**config.mk**
```make
export PLATFORM = sky130hd
export DESIGN_NAME = charger_fault_and_event_flags
export DESIGN_NICKNAME = d
export VERILOG_FILES = /design/src/hw/charger_fault_and_event_flags.v
export VERILOG_INCLUDE_DIRS = /design/src /design/src/hw
export SDC_FILE = /design/constraint.sdc
export NUM_CORES = 1
export LEC_CHECK = 0
export ABC_AREA = 1
export BUFFER_PORTS_ARGS = -buffer_cell sky130_fd_sc_hd__buf_4
export CAP_MARGIN = 20
export CORE_MARGIN = 2
export CORE_UTILIZATION = 55
export DETAILED_ROUTE_END_ITERATION = 12
export PLACE_DENSITY = 0.82
export REMOVE_ABC_BUFFERS = 1
export SYNTH_ARGS = -nofsm -noshare
export SYNTH_HDL_FRONTEND = slang
export SYNTH_SLANG_ARGS = --single-unit
```
**constraint.sdc**
```tcl
create_clock -name clk_i -period 3.5 [get_ports clk_i]
set_input_delay 0.35 -clock clk_i [delete_from_list [all_inputs] [get_ports clk_i]]
set_output_delay 0.35 -clock clk_i [all_outputs]
set_load 0.02 [all_outputs]
```
**src/hw/charger_flags_map.vh**
```
`ifndef CHARGER_FLAGS_MAP_VH
`define CHARGER_FLAGS_MAP_VH

// Register offsets on the serial control port
`define FAULT_STATUS_ONE_ADDR 8'h21
`define CHARGER_EVENT_FLAGS_ZERO_ADDR 8'h22
`define CHARGER_EVENT_FLAGS_ONE_ADDR 8'h23
`define CHARGER_EVENT_FLAGS_TWO_ADDR 8'h24

// Reset values
`define FAULT_STATUS_ONE_RESET 8'h00
`define CHARGER_EVENT_FLAGS_ZERO_RESET 8'h00
`define CHARGER_EVENT_FLAGS_ONE_RESET 8'h00
`define CHARGER_EVENT_FLAGS_TWO_RESET 8'h00

// Fault status one fields
`define SYSTEM_RAIL_SHORT_STATE_BIT 7
`define SYSTEM_RAIL_OVERVOLT_STATE_BIT 6
`define OTG_OUTPUT_OVERVOLT_STATE_BIT 5
`define OTG_OUTPUT_UNDERVOLT_STATE_BIT 4
`define DIE_SHUTDOWN_STATE_BIT 2

// Event flags zero fields
`define INPUT_CURRENT_LIMIT_EVENT_BIT 7
`define INPUT_VOLTAGE_LIMIT_EVENT_BIT 6
`define WATCHDOG_EXPIRY_EVENT_BIT 5
`define WEAK_SOURCE_EVENT_BIT 4
`define POWER_GOOD_CHANGE_EVENT_BIT 3
`define SECOND_INPUT_PRESENCE_EVENT_BIT 2
`define FIRST_INPUT_PRESENCE_EVENT_BIT 1
`define BUS_INPUT_PRESENCE_EVENT_BIT 0

// Event flags one fields
`define CHARGE_STATE_CHANGE_EVENT_BIT 7
`define CURRENT_OPTIMIZER_CHANGE_EVENT_BIT 6
`define BUS_SOURCE_TYPE_CHANGE_EVENT_BIT 4
`define DIE_TEMP_REGULATION_EVENT_BIT 2
`define BATTERY_PRESENCE_EVENT_BIT 1
`define PORT_DETECTION_CHANGE_EVENT_BIT 0

// Event flags two fields
`define DATA_LINE_DETECT_DONE_BIT 6
`define CONVERSION_DONE_EVENT_BIT 5
`define MIN_SYSTEM_REGULATION_EVENT_BIT 4
`define FAST_CHARGE_TIMEOUT_EVENT_BIT 3
`define TRICKLE_TIMEOUT_EVENT_BIT 2
`define PRECHARGE_TIMEOUT_EVENT_BIT 1
`define FINAL_PHASE_TIMEOUT_EVENT_BIT 0

`endif

```
**src/hw/charger_fault_and_event_flags.v**
```verilog
`timescale 1ns/1ns
`include "charger_flags_map.vh"

module charger_fault_and_event_flags #(
   parameter CHARGE_STATE_WIDTH = 3,
   parameter OPTIMIZER_WIDTH = 2,
   parameter SOURCE_TYPE_WIDTH = 4,
   parameter DETECTION_WIDTH = 4
) (
   input wire clk_i,
   input wire reset_i,
   input wire rd_en_i,
   input wire [7:0] rd_addr_i,
   output reg [7:0] rd_data_o,
   output reg rd_valid_o,
   input wire system_rail_short_state_i,
   input wire system_rail_overvolt_state_i,
   input wire otg_output_overvolt_state_i,
   input wire otg_output_undervolt_state_i,
   input wire die_shutdown_state_i,
   input wire input_current_regulation_i,
   input wire otg_current_regulation_i,
   input wire input_voltage_regulation_i,
   input wire otg_voltage_regulation_i,
   input wire watchdog_expired_i,
   input wire weak_source_i,
   input wire power_good_state_i,
   input wire second_input_present_i,
   input wire first_input_present_i,
   input wire bus_input_present_i,
   input wire [CHARGE_STATE_WIDTH-1:0] charge_state_i,
   input wire [OPTIMIZER_WIDTH-1:0] input_current_optimizer_i,
   input wire [SOURCE_TYPE_WIDTH-1:0] bus_source_type_i,
   input wire die_temp_regulation_i,
   input wire battery_present_i,
   input wire [DETECTION_WIDTH-1:0] port_detection_i,
   input wire data_line_detect_complete_i,
   input wire conversion_done_i,
   input wire single_conversion_mode_i,
   input wire minimum_system_voltage_i,
   input wire fast_charge_timer_expired_i,
   input wire trickle_timer_expired_i,
   input wire precharge_timer_expired_i,
   input wire final_phase_timer_expired_i
);

   reg [7:0] charger_event_flags_zero;
   reg [7:0] charger_event_flags_one;
   reg [7:0] charger_event_flags_two;

   // Previous samples for edge and change detection
   reg prev_current_reg;
   reg prev_voltage_reg;
   reg prev_watchdog;
   reg prev_weak_source;
   reg prev_power_good;
   reg prev_second_input;
   reg prev_first_input;
   reg prev_bus_input;
   reg [CHARGE_STATE_WIDTH-1:0] prev_charge_state;
   reg [OPTIMIZER_WIDTH-1:0] prev_optimizer;
   reg [SOURCE_TYPE_WIDTH-1:0] prev_source_type;
   reg prev_die_temp_reg;
   reg prev_battery;
   reg [DETECTION_WIDTH-1:0] prev_port_detection;
   reg prev_line_detect;
   reg prev_conversion;
   reg prev_min_system;
   reg prev_fast_timer;
   reg prev_trickle_timer;
   reg prev_precharge_timer;
   reg prev_final_timer;

   wire current_reg = input_current_regulation_i | otg_current_regulation_i;
   wire voltage_reg = input_voltage_regulation_i | otg_voltage_regulation_i;

   reg [7:0] fault_status_one;
   reg [7:0] set_zero;
   reg [7:0] set_one;
   reg [7:0] set_two;
   reg [7:0] read_data;

   wire read_zero = rd_en_i && (rd_addr_i == `CHARGER_EVENT_FLAGS_ZERO_ADDR);
   wire read_one = rd_en_i && (rd_addr_i == `CHARGER_EVENT_FLAGS_ONE_ADDR);
   wire read_two = rd_en_i && (rd_addr_i == `CHARGER_EVENT_FLAGS_TWO_ADDR);

   // Live fault status, reserved bits read zero
   always @* begin
      fault_status_one = `FAULT_STATUS_ONE_RESET;
      fault_status_one[`SYSTEM_RAIL_SHORT_STATE_BIT] = system_rail_short_state_i;
      fault_status_one[`SYSTEM_RAIL_OVERVOLT_STATE_BIT] = system_rail_overvolt_state_i;
      fault_status_one[`OTG_OUTPUT_OVERVOLT_STATE_BIT] = otg_output_overvolt_state_i;
      fault_status_one[`OTG_OUTPUT_UNDERVOLT_STATE_BIT] = otg_output_undervolt_state_i;
      fault_status_one[`DIE_SHUTDOWN_STATE_BIT] = die_shutdown_state_i;
   end

   // Events detected this cycle
   always @* begin
      set_zero = 8'h00;
      set_one = 8'h00;
      set_two = 8'h00;
      set_zero[`INPUT_CURRENT_LIMIT_EVENT_BIT] = current_reg & ~prev_current_reg;
      set_zero[`INPUT_VOLTAGE_LIMIT_EVENT_BIT] = voltage_reg & ~prev_voltage_reg;
      set_zero[`WATCHDOG_EXPIRY_EVENT_BIT] = watchdog_expired_i & ~prev_watchdog;
      set_zero[`WEAK_SOURCE_EVENT_BIT] = weak_source_i & ~prev_weak_source;
      set_zero[`POWER_GOOD_CHANGE_EVENT_BIT] = power_good_state_i ^ prev_power_good;
      set_zero[`SECOND_INPUT_PRESENCE_EVENT_BIT] = second_input_present_i ^ prev_second_input;
      set_zero[`FIRST_INPUT_PRESENCE_EVENT_BIT] = first_input_present_i ^ prev_first_input;
      set_zero[`BUS_INPUT_PRESENCE_EVENT_BIT] = bus_input_present_i ^ prev_bus_input;
      set_one[`CHARGE_STATE_CHANGE_EVENT_BIT] = (charge_state_i != prev_charge_state);
      set_one[`CURRENT_OPTIMIZER_CHANGE_EVENT_BIT] = (input_current_optimizer_i != prev_optimizer);
      set_one[`BUS_SOURCE_TYPE_CHANGE_EVENT_BIT] = (bus_source_type_i != prev_source_type);
      set_one[`DIE_TEMP_REGULATION_EVENT_BIT] = die_temp_regulation_i & ~prev_die_temp_reg;
      set_one[`BATTERY_PRESENCE_EVENT_BIT] = battery_present_i ^ prev_battery;
      set_one[`PORT_DETECTION_CHANGE_EVENT_BIT] = (port_detection_i != prev_port_detection);
      set_two[`DATA_LINE_DETECT_DONE_BIT] = data_line_detect_complete_i & ~prev_line_detect;
      set_two[`CONVERSION_DONE_EVENT_BIT] = conversion_done_i & ~prev_conversion & single_conversion_mode_i;
      set_two[`MIN_SYSTEM_REGULATION_EVENT_BIT] = minimum_system_voltage_i ^ prev_min_system;
      set_two[`FAST_CHARGE_TIMEOUT_EVENT_BIT] = fast_charge_timer_expired_i & ~prev_fast_timer;
      set_two[`TRICKLE_TIMEOUT_EVENT_BIT] = trickle_timer_expired_i & ~prev_trickle_timer;
      set_two[`PRECHARGE_TIMEOUT_EVENT_BIT] = precharge_timer_expired_i & ~prev_precharge_timer;
      set_two[`FINAL_PHASE_TIMEOUT_EVENT_BIT] = final_phase_timer_expired_i & ~prev_final_timer;
   end

   always @(posedge clk_i or posedge reset_i) begin
      if (reset_i) begin
         prev_current_reg <= 1'b0;
         prev_voltage_reg <= 1'b0;
         prev_watchdog <= 1'b0;
         prev_weak_source <= 1'b0;
         prev_power_good <= 1'b0;
         prev_second_input <= 1'b0;
         prev_first_input <= 1'b0;
         prev_bus_input <= 1'b0;
         prev_charge_state <= {CHARGE_STATE_WIDTH{1'b0}};
         prev_optimizer <= {OPTIMIZER_WIDTH{1'b0}};
         prev_source_type <= {SOURCE_TYPE_WIDTH{1'b0}};
         prev_die_temp_reg <= 1'b0;
         prev_battery <= 1'b0;
         prev_port_detection <= {DETECTION_WIDTH{1'b0}};
         prev_line_detect <= 1'b0;
         prev_conversion <= 1'b0;
         prev_min_system <= 1'b0;
         prev_fast_timer <= 1'b0;
         prev_trickle_timer <= 1'b0;
         prev_precharge_timer <= 1'b0;
         prev_final_timer <= 1'b0;
      end else begin
         prev_current_reg <= current_reg;
         prev_voltage_reg <= voltage_reg;
         prev_watchdog <= watchdog_expired_i;
         prev_weak_source <= weak_source_i;
         prev_power_good <= power_good_state_i;
         prev_second_input <= second_input_present_i;
         prev_first_input <= first_input_present_i;
         prev_bus_input <= bus_input_present_i;
         prev_charge_state <= charge_state_i;
         prev_optimizer <= input_current_optimizer_i;
         prev_source_type <= bus_source_type_i;
         prev_die_temp_reg <= die_temp_regulation_i;
         prev_battery <= battery_present_i;
         prev_port_detection <= port_detection_i;
         prev_line_detect <= data_line_detect_complete_i;
         prev_conversion <= conversion_done_i;
         prev_min_system <= minimum_system_voltage_i;
         prev_fast_timer <= fast_charge_timer_expired_i;
         prev_trickle_timer <= trickle_timer_expired_i;
         prev_precharge_timer <= precharge_timer_expired_i;
         prev_final_timer <= final_phase_timer_expired_i;
      end
   end

   // Sticky flags: cleared by a read of their register, a new event in that cycle wins
   always @(posedge clk_i or posedge reset_i) begin
      if (reset_i) begin
         charger_event_flags_zero <= `CHARGER_EVENT_FLAGS_ZERO_RESET;
         charger_event_flags_one <= `CHARGER_EVENT_FLAGS_ONE_RESET;
         charger_event_flags_two <= `CHARGER_EVENT_FLAGS_TWO_RESET;
      end else begin
         charger_event_flags_zero <= set_zero | (read_zero ? 8'h00 : charger_event_flags_zero);
         charger_event_flags_one <= set_one | (read_one ? 8'h00 : charger_event_flags_one);
         charger_event_flags_two <= set_two | (read_two ? 8'h00 : charger_event_flags_two);
      end
   end

   // Read decode, unmapped offsets return zero
   always @* begin
      case (rd_addr_i)
         `FAULT_STATUS_ONE_ADDR: read_data = fault_status_one;
         `CHARGER_EVENT_FLAGS_ZERO_ADDR: read_data = charger_event_flags_zero;
         `CHARGER_EVENT_FLAGS_ONE_ADDR: read_data = charger_event_flags_one;
         `CHARGER_EVENT_FLAGS_TWO_ADDR: read_data = charger_event_flags_two;
         default: read_data = 8'h00;
      endcase
   end

   always @(posedge clk_i or posedge reset_i) begin
      if (reset_i) begin
         rd_data_o <= 8'h00;
         rd_valid_o <= 1'b0;
      end else begin
         rd_valid_o <= rd_en_i;
         if (rd_en_i) begin
            rd_data_o <= read_data;
         end
      end
   end

endmodule

```
# After elaboration in Yosys (flattened, before gate mapping)
# Index checks and enable logic that the tools add are counted.
op_classes:
  eq_ne: 8
  mux: 4
  bitwise_logic: 34
  n_reduce_logical: 3
op_table:
  columns: ["cell", "count"]
  rows:
  - ["8-bit by 6-bit equality test with 1-bit output (second input constant)", 4]
  - ["8-bit one-hot mux with 4 select lines", 1]
  - ["8-bit 2-to-1 mux", 3]
  - ["8-bit bitwise OR", 2]
  - ["1-bit bitwise AND", 12]
  - ["1-bit NOT", 11]
  - ["4-bit != test", 2]
  - ["7-bit by 8-bit bitwise OR with 8-bit output", 1]
  - ["1-bit XOR", 6]
  - ["1-bit logical AND", 3]
  - ["3-bit != test", 1]
  - ["2-bit != test", 1]
  - ["1-bit bitwise OR", 2]
totals:
  regBits: 63
  output_inout_bits: 9
  elab_cells: 75

# Depth between registers and ports, before layout
depth:
  word_depth: 4
  mapped_depth: 9

# Worst setup path after synthesis
# No wires, ideal clock.
synth_timing:
  path_type: "in2reg"
  from: "in rd_en_i"
  to: "reg charger_event_flags_zero[2]"
  arrival_time_ns: 1.026
  path_slack_ns: 2.353
  cell_stages: 6
  cell_sequence: "buf_2 -> inv_2 -> buf_2 -> buf_2 -> o21ai_1 -> nand2_1"
synth_between:
  elab_chain_cells: 3
synth_rtl:
  columns: ["item", "line_no", "source"]
  rows:
  - ["start, declared", "charger_fault_and_event_flags.v:12", "input wire rd_en_i,"]
  - ["1-bit logical AND", "charger_fault_and_event_flags.v:83", "wire read_zero = rd_en_i && (rd_addr_i == `CHARGER_EVENT_FLAGS_ZERO_ADDR);"]
  - ["8-bit 2-to-1 mux", "charger_fault_and_event_flags.v:180", "charger_event_flags_zero <= set_zero | (read_zero ? 8'h00 : charger_event_flags_zero);"]
  - ["8-bit bitwise OR", "charger_fault_and_event_flags.v:180", null]
  - ["end signal, assigned", "charger_fault_and_event_flags.v:176", "charger_event_flags_zero <= `CHARGER_EVENT_FLAGS_ZERO_RESET;"]
  - ["end signal, assigned", "charger_fault_and_event_flags.v:180", null]
  - ["end, declared", "charger_fault_and_event_flags.v:47", "reg [7:0] charger_event_flags_zero;"]
# No other way between the ends.
# A chain may end at the register's enable or synchronous reset.

# Final worst setup path
layout_timing:
  from: "reg rd_data_o[1]"
  to: "out rd_data_o[1]"
layout_rtl:
  columns: ["item", "line_no", "source"]
  rows:
  - ["start, declared", "charger_fault_and_event_flags.v:14", "output reg [7:0] rd_data_o,"]
  - ["start signal, assigned", "charger_fault_and_event_flags.v:204", "rd_data_o <= read_data;"]
# No word-level cell between the ends.

==> results.md <==
* Peak fanout along the critical path at 2
* CP Launch Type: flop
* Ratio of cells with drive above 1 in the final layout at 0.2685
* Min Hold Slack at approximately 0.13 ns
* VDD IR max at 305.8 µV
* CTS tree: done
* Mean Syn Cell Area at ~10 µm²
* Status: finished, final reports clean
* ANT cells at 0
* Drt wl/cell at roughly 13 µm
* Number of global-route vias before repair at between 1500 and 2000
* Crit end category: output pin
* Initial DRC count at 163
* Detailed-route via count at around 1800
* Num CTS Buffers at 9
* Synthesis-to-finish area growth at 26.30%
* Period minus WS final at around 1.2 ns
* Final nets at between 300 and 400
* Die area at about 4900 µm²
* Maximum clock insertion buffer count at 2
* Reg area at between 1500 and 2000 µm²
* Total GRT Usage at 0.2138
* HPWL after DPL at approximately 3200 µm
* CTS root buf: clkbuf_8
* Final hold vios at 0
* Setup-failing EPs final at 0
* Largest registers: charger_event_flags_zero x8, rd_data_o x8, charger_event_flags_two x7
* Hold Buf Count CTS at 0
* Warnings from Yosys at 0
* Buffer and inverter count on the worst path at 1
* FILL cells at about 300
* PwrDens at roughly 450 nW/µm²
* Die Y-Extent at 69.69 µm
* Setup TNS at 0 ns
* DR pass1 iterations at 4
* Skew final at around 0.0044 ns
* Final period utilization at 0.3530
* Skew-Pair Late Insertion Delay at around 0.33 ns
* Slowest CP cell: dfrtp_1
* Cells after Synth at between 200 and 250
* Post-CTS Setup Bufs at 0
* Slew headroom at 0.4933
* Area taken by multi-input logic gates at 757.0 µm²
* Worst-Margin Slew at ~0.76 ns
* Antenna violations before repair at 0
* Clk sinks at 60
* Distinct cells, synth at 17
* Max Cap Viol at 0
* # port buffers at 57
* RSZ-0062 raised after global routing: false
* Crit path arrival time at around 0.89 ns
* Leakage power at between 0.001 and 0.0015 µW
* Mapped cell area at 2374 µm²
* Row cnt at 23
* Core Util, Final at 0.7336
* First-pass GRT wire length at around 8000 µm
* GRT overflow at 0
* DRT Wirelength at 4528 µm
* Post-placement cell area at approximately 2800 µm²
* H-tree depth at 3
* Fin area at 2998 µm²
* Vias per inst at roughly 5.1
* Final ANT Viol Nets at 0
* Post-synthesis sequential area ratio at 0.6326
* Largest net degree at the start of global routing at 39
* Clock slew at reported path FFs at 0.06 ns
* Gpl congestion at roughly 0.76
* PostCTS Resize Cnt at 0
* Fmax at about 810 MHz
* #FFs+latches synth at 60
* Die X at about 70 µm
* IO Pins at 58
* DRC at 0
* Worst Path Required at 3.15 ns
* Hold WC Path Type: input pin to flop
* Crit path kind: flop to output pin
* Max stage delay on crit path at around 0.4 ns
* Final Max Slew Viols at 0
* Core box area at between 4000 and 5000 µm²
* Delay-heaviest family, CP: flip-flops
* Initial core utilization at 0.5808
* Crit path cell chain: buf_4
## final timing paths
path                            slack (ns)                   start  cells past startpoint                           to
worst max-delay path                  2.26            rd_data_o[1]                      1                 rd_data_o[1]
worst min-delay path                  0.13      watchdog_expired_i                      1                prev_watchdog
worst max register to register        2.63  prev_port_detection[2]                      4   charger_event_flags_one[0]
worst min register to register        0.41       prev_die_temp_reg                      1   charger_event_flags_one[2]
max in group asynchronous             2.57                 reset_i                      3  charger_event_flags_zero[0]
min in group asynchronous             0.16                 reset_i                      2       prev_port_detection[2]
## area by class of cell
cell class | count | area share
inverters | 19 | 0.02379
clock inverters | 2 | 0.003339
repair buffers | 59 | 0.1477
clock buffers | 14 | 0.05092
multi-input cells | 144 | 0.2525
flip-flops and latches | 60 | 0.5008
well taps | 50 | 0.02087
## report_power, final
group	total [µW]	internal (µW)	switching, µW
combinational	115	57.3	57.8
sequential	723	714	8.48
clock	521	275	246
## per-layer routing
layer | part of all wire | wire length, µm | track usage | up-vias
li1 | - | - | - | 878
met4 | 0.020 | 91 | 0.1090 | 0
met3 | 0.075 | 339 | 0.07558 | 10
met5 | 0 | 0 | 0 | -
met2 | 0.50 | 2262 | 0.3440 | 58
met1 | 0.41 | 1834 | 0.2547 | 825
## stage by stage
stage               setup slack, ns  total power [µW]  instances
floorplan                     1.665             785.6        223
global placement              2.023             848.2        332
detailed placement            1.947             851.6        332
CTS                           2.262              1368        348
global route                  2.143              1415        348
finish                        2.264              1359        348
## cells in the final DEF (no fill, tap or decap), types with 3 or more instances in the layout
master and count:
xnor2_1 16, clkbuf_8 10, nand3_1 32, nor2_4 3
dfrtp_1 60, nor2_1 5, clkbuf_1 4, inv_2 3
nand2_1 45, o21ai_1 34, inv_1 16, buf_4 59
xor2_1 3
## synthesized netlist by cell type (all sizes together)
master / count / area [µm²]
nand3: 32 / 160.2
nand4: 2 / 12.51
nor2: 9 / 58.81
nand2: 47 / 181.4
nand3b: 1 / 7.510
o21ai: 34 / 170.2
xor2: 3 / 26.28
buf: 7 / 43.79
xnor2: 16 / 140.1
dfrtp: 60 / 1501
inv: 19 / 71.32
## logic make-up after synthesis
| group | after synthesis | share of synthesized area |
|---|---|---|
| compound gates | 34 | 0.07169 |
| simple gates | 91 | 0.1771 |
| flops | 60 | 0.6326 |
| xor+xnor | 19 | 0.07011 |
| buf+inv | 26 | 0.04850 |
(Power assumes the default switching activity.)
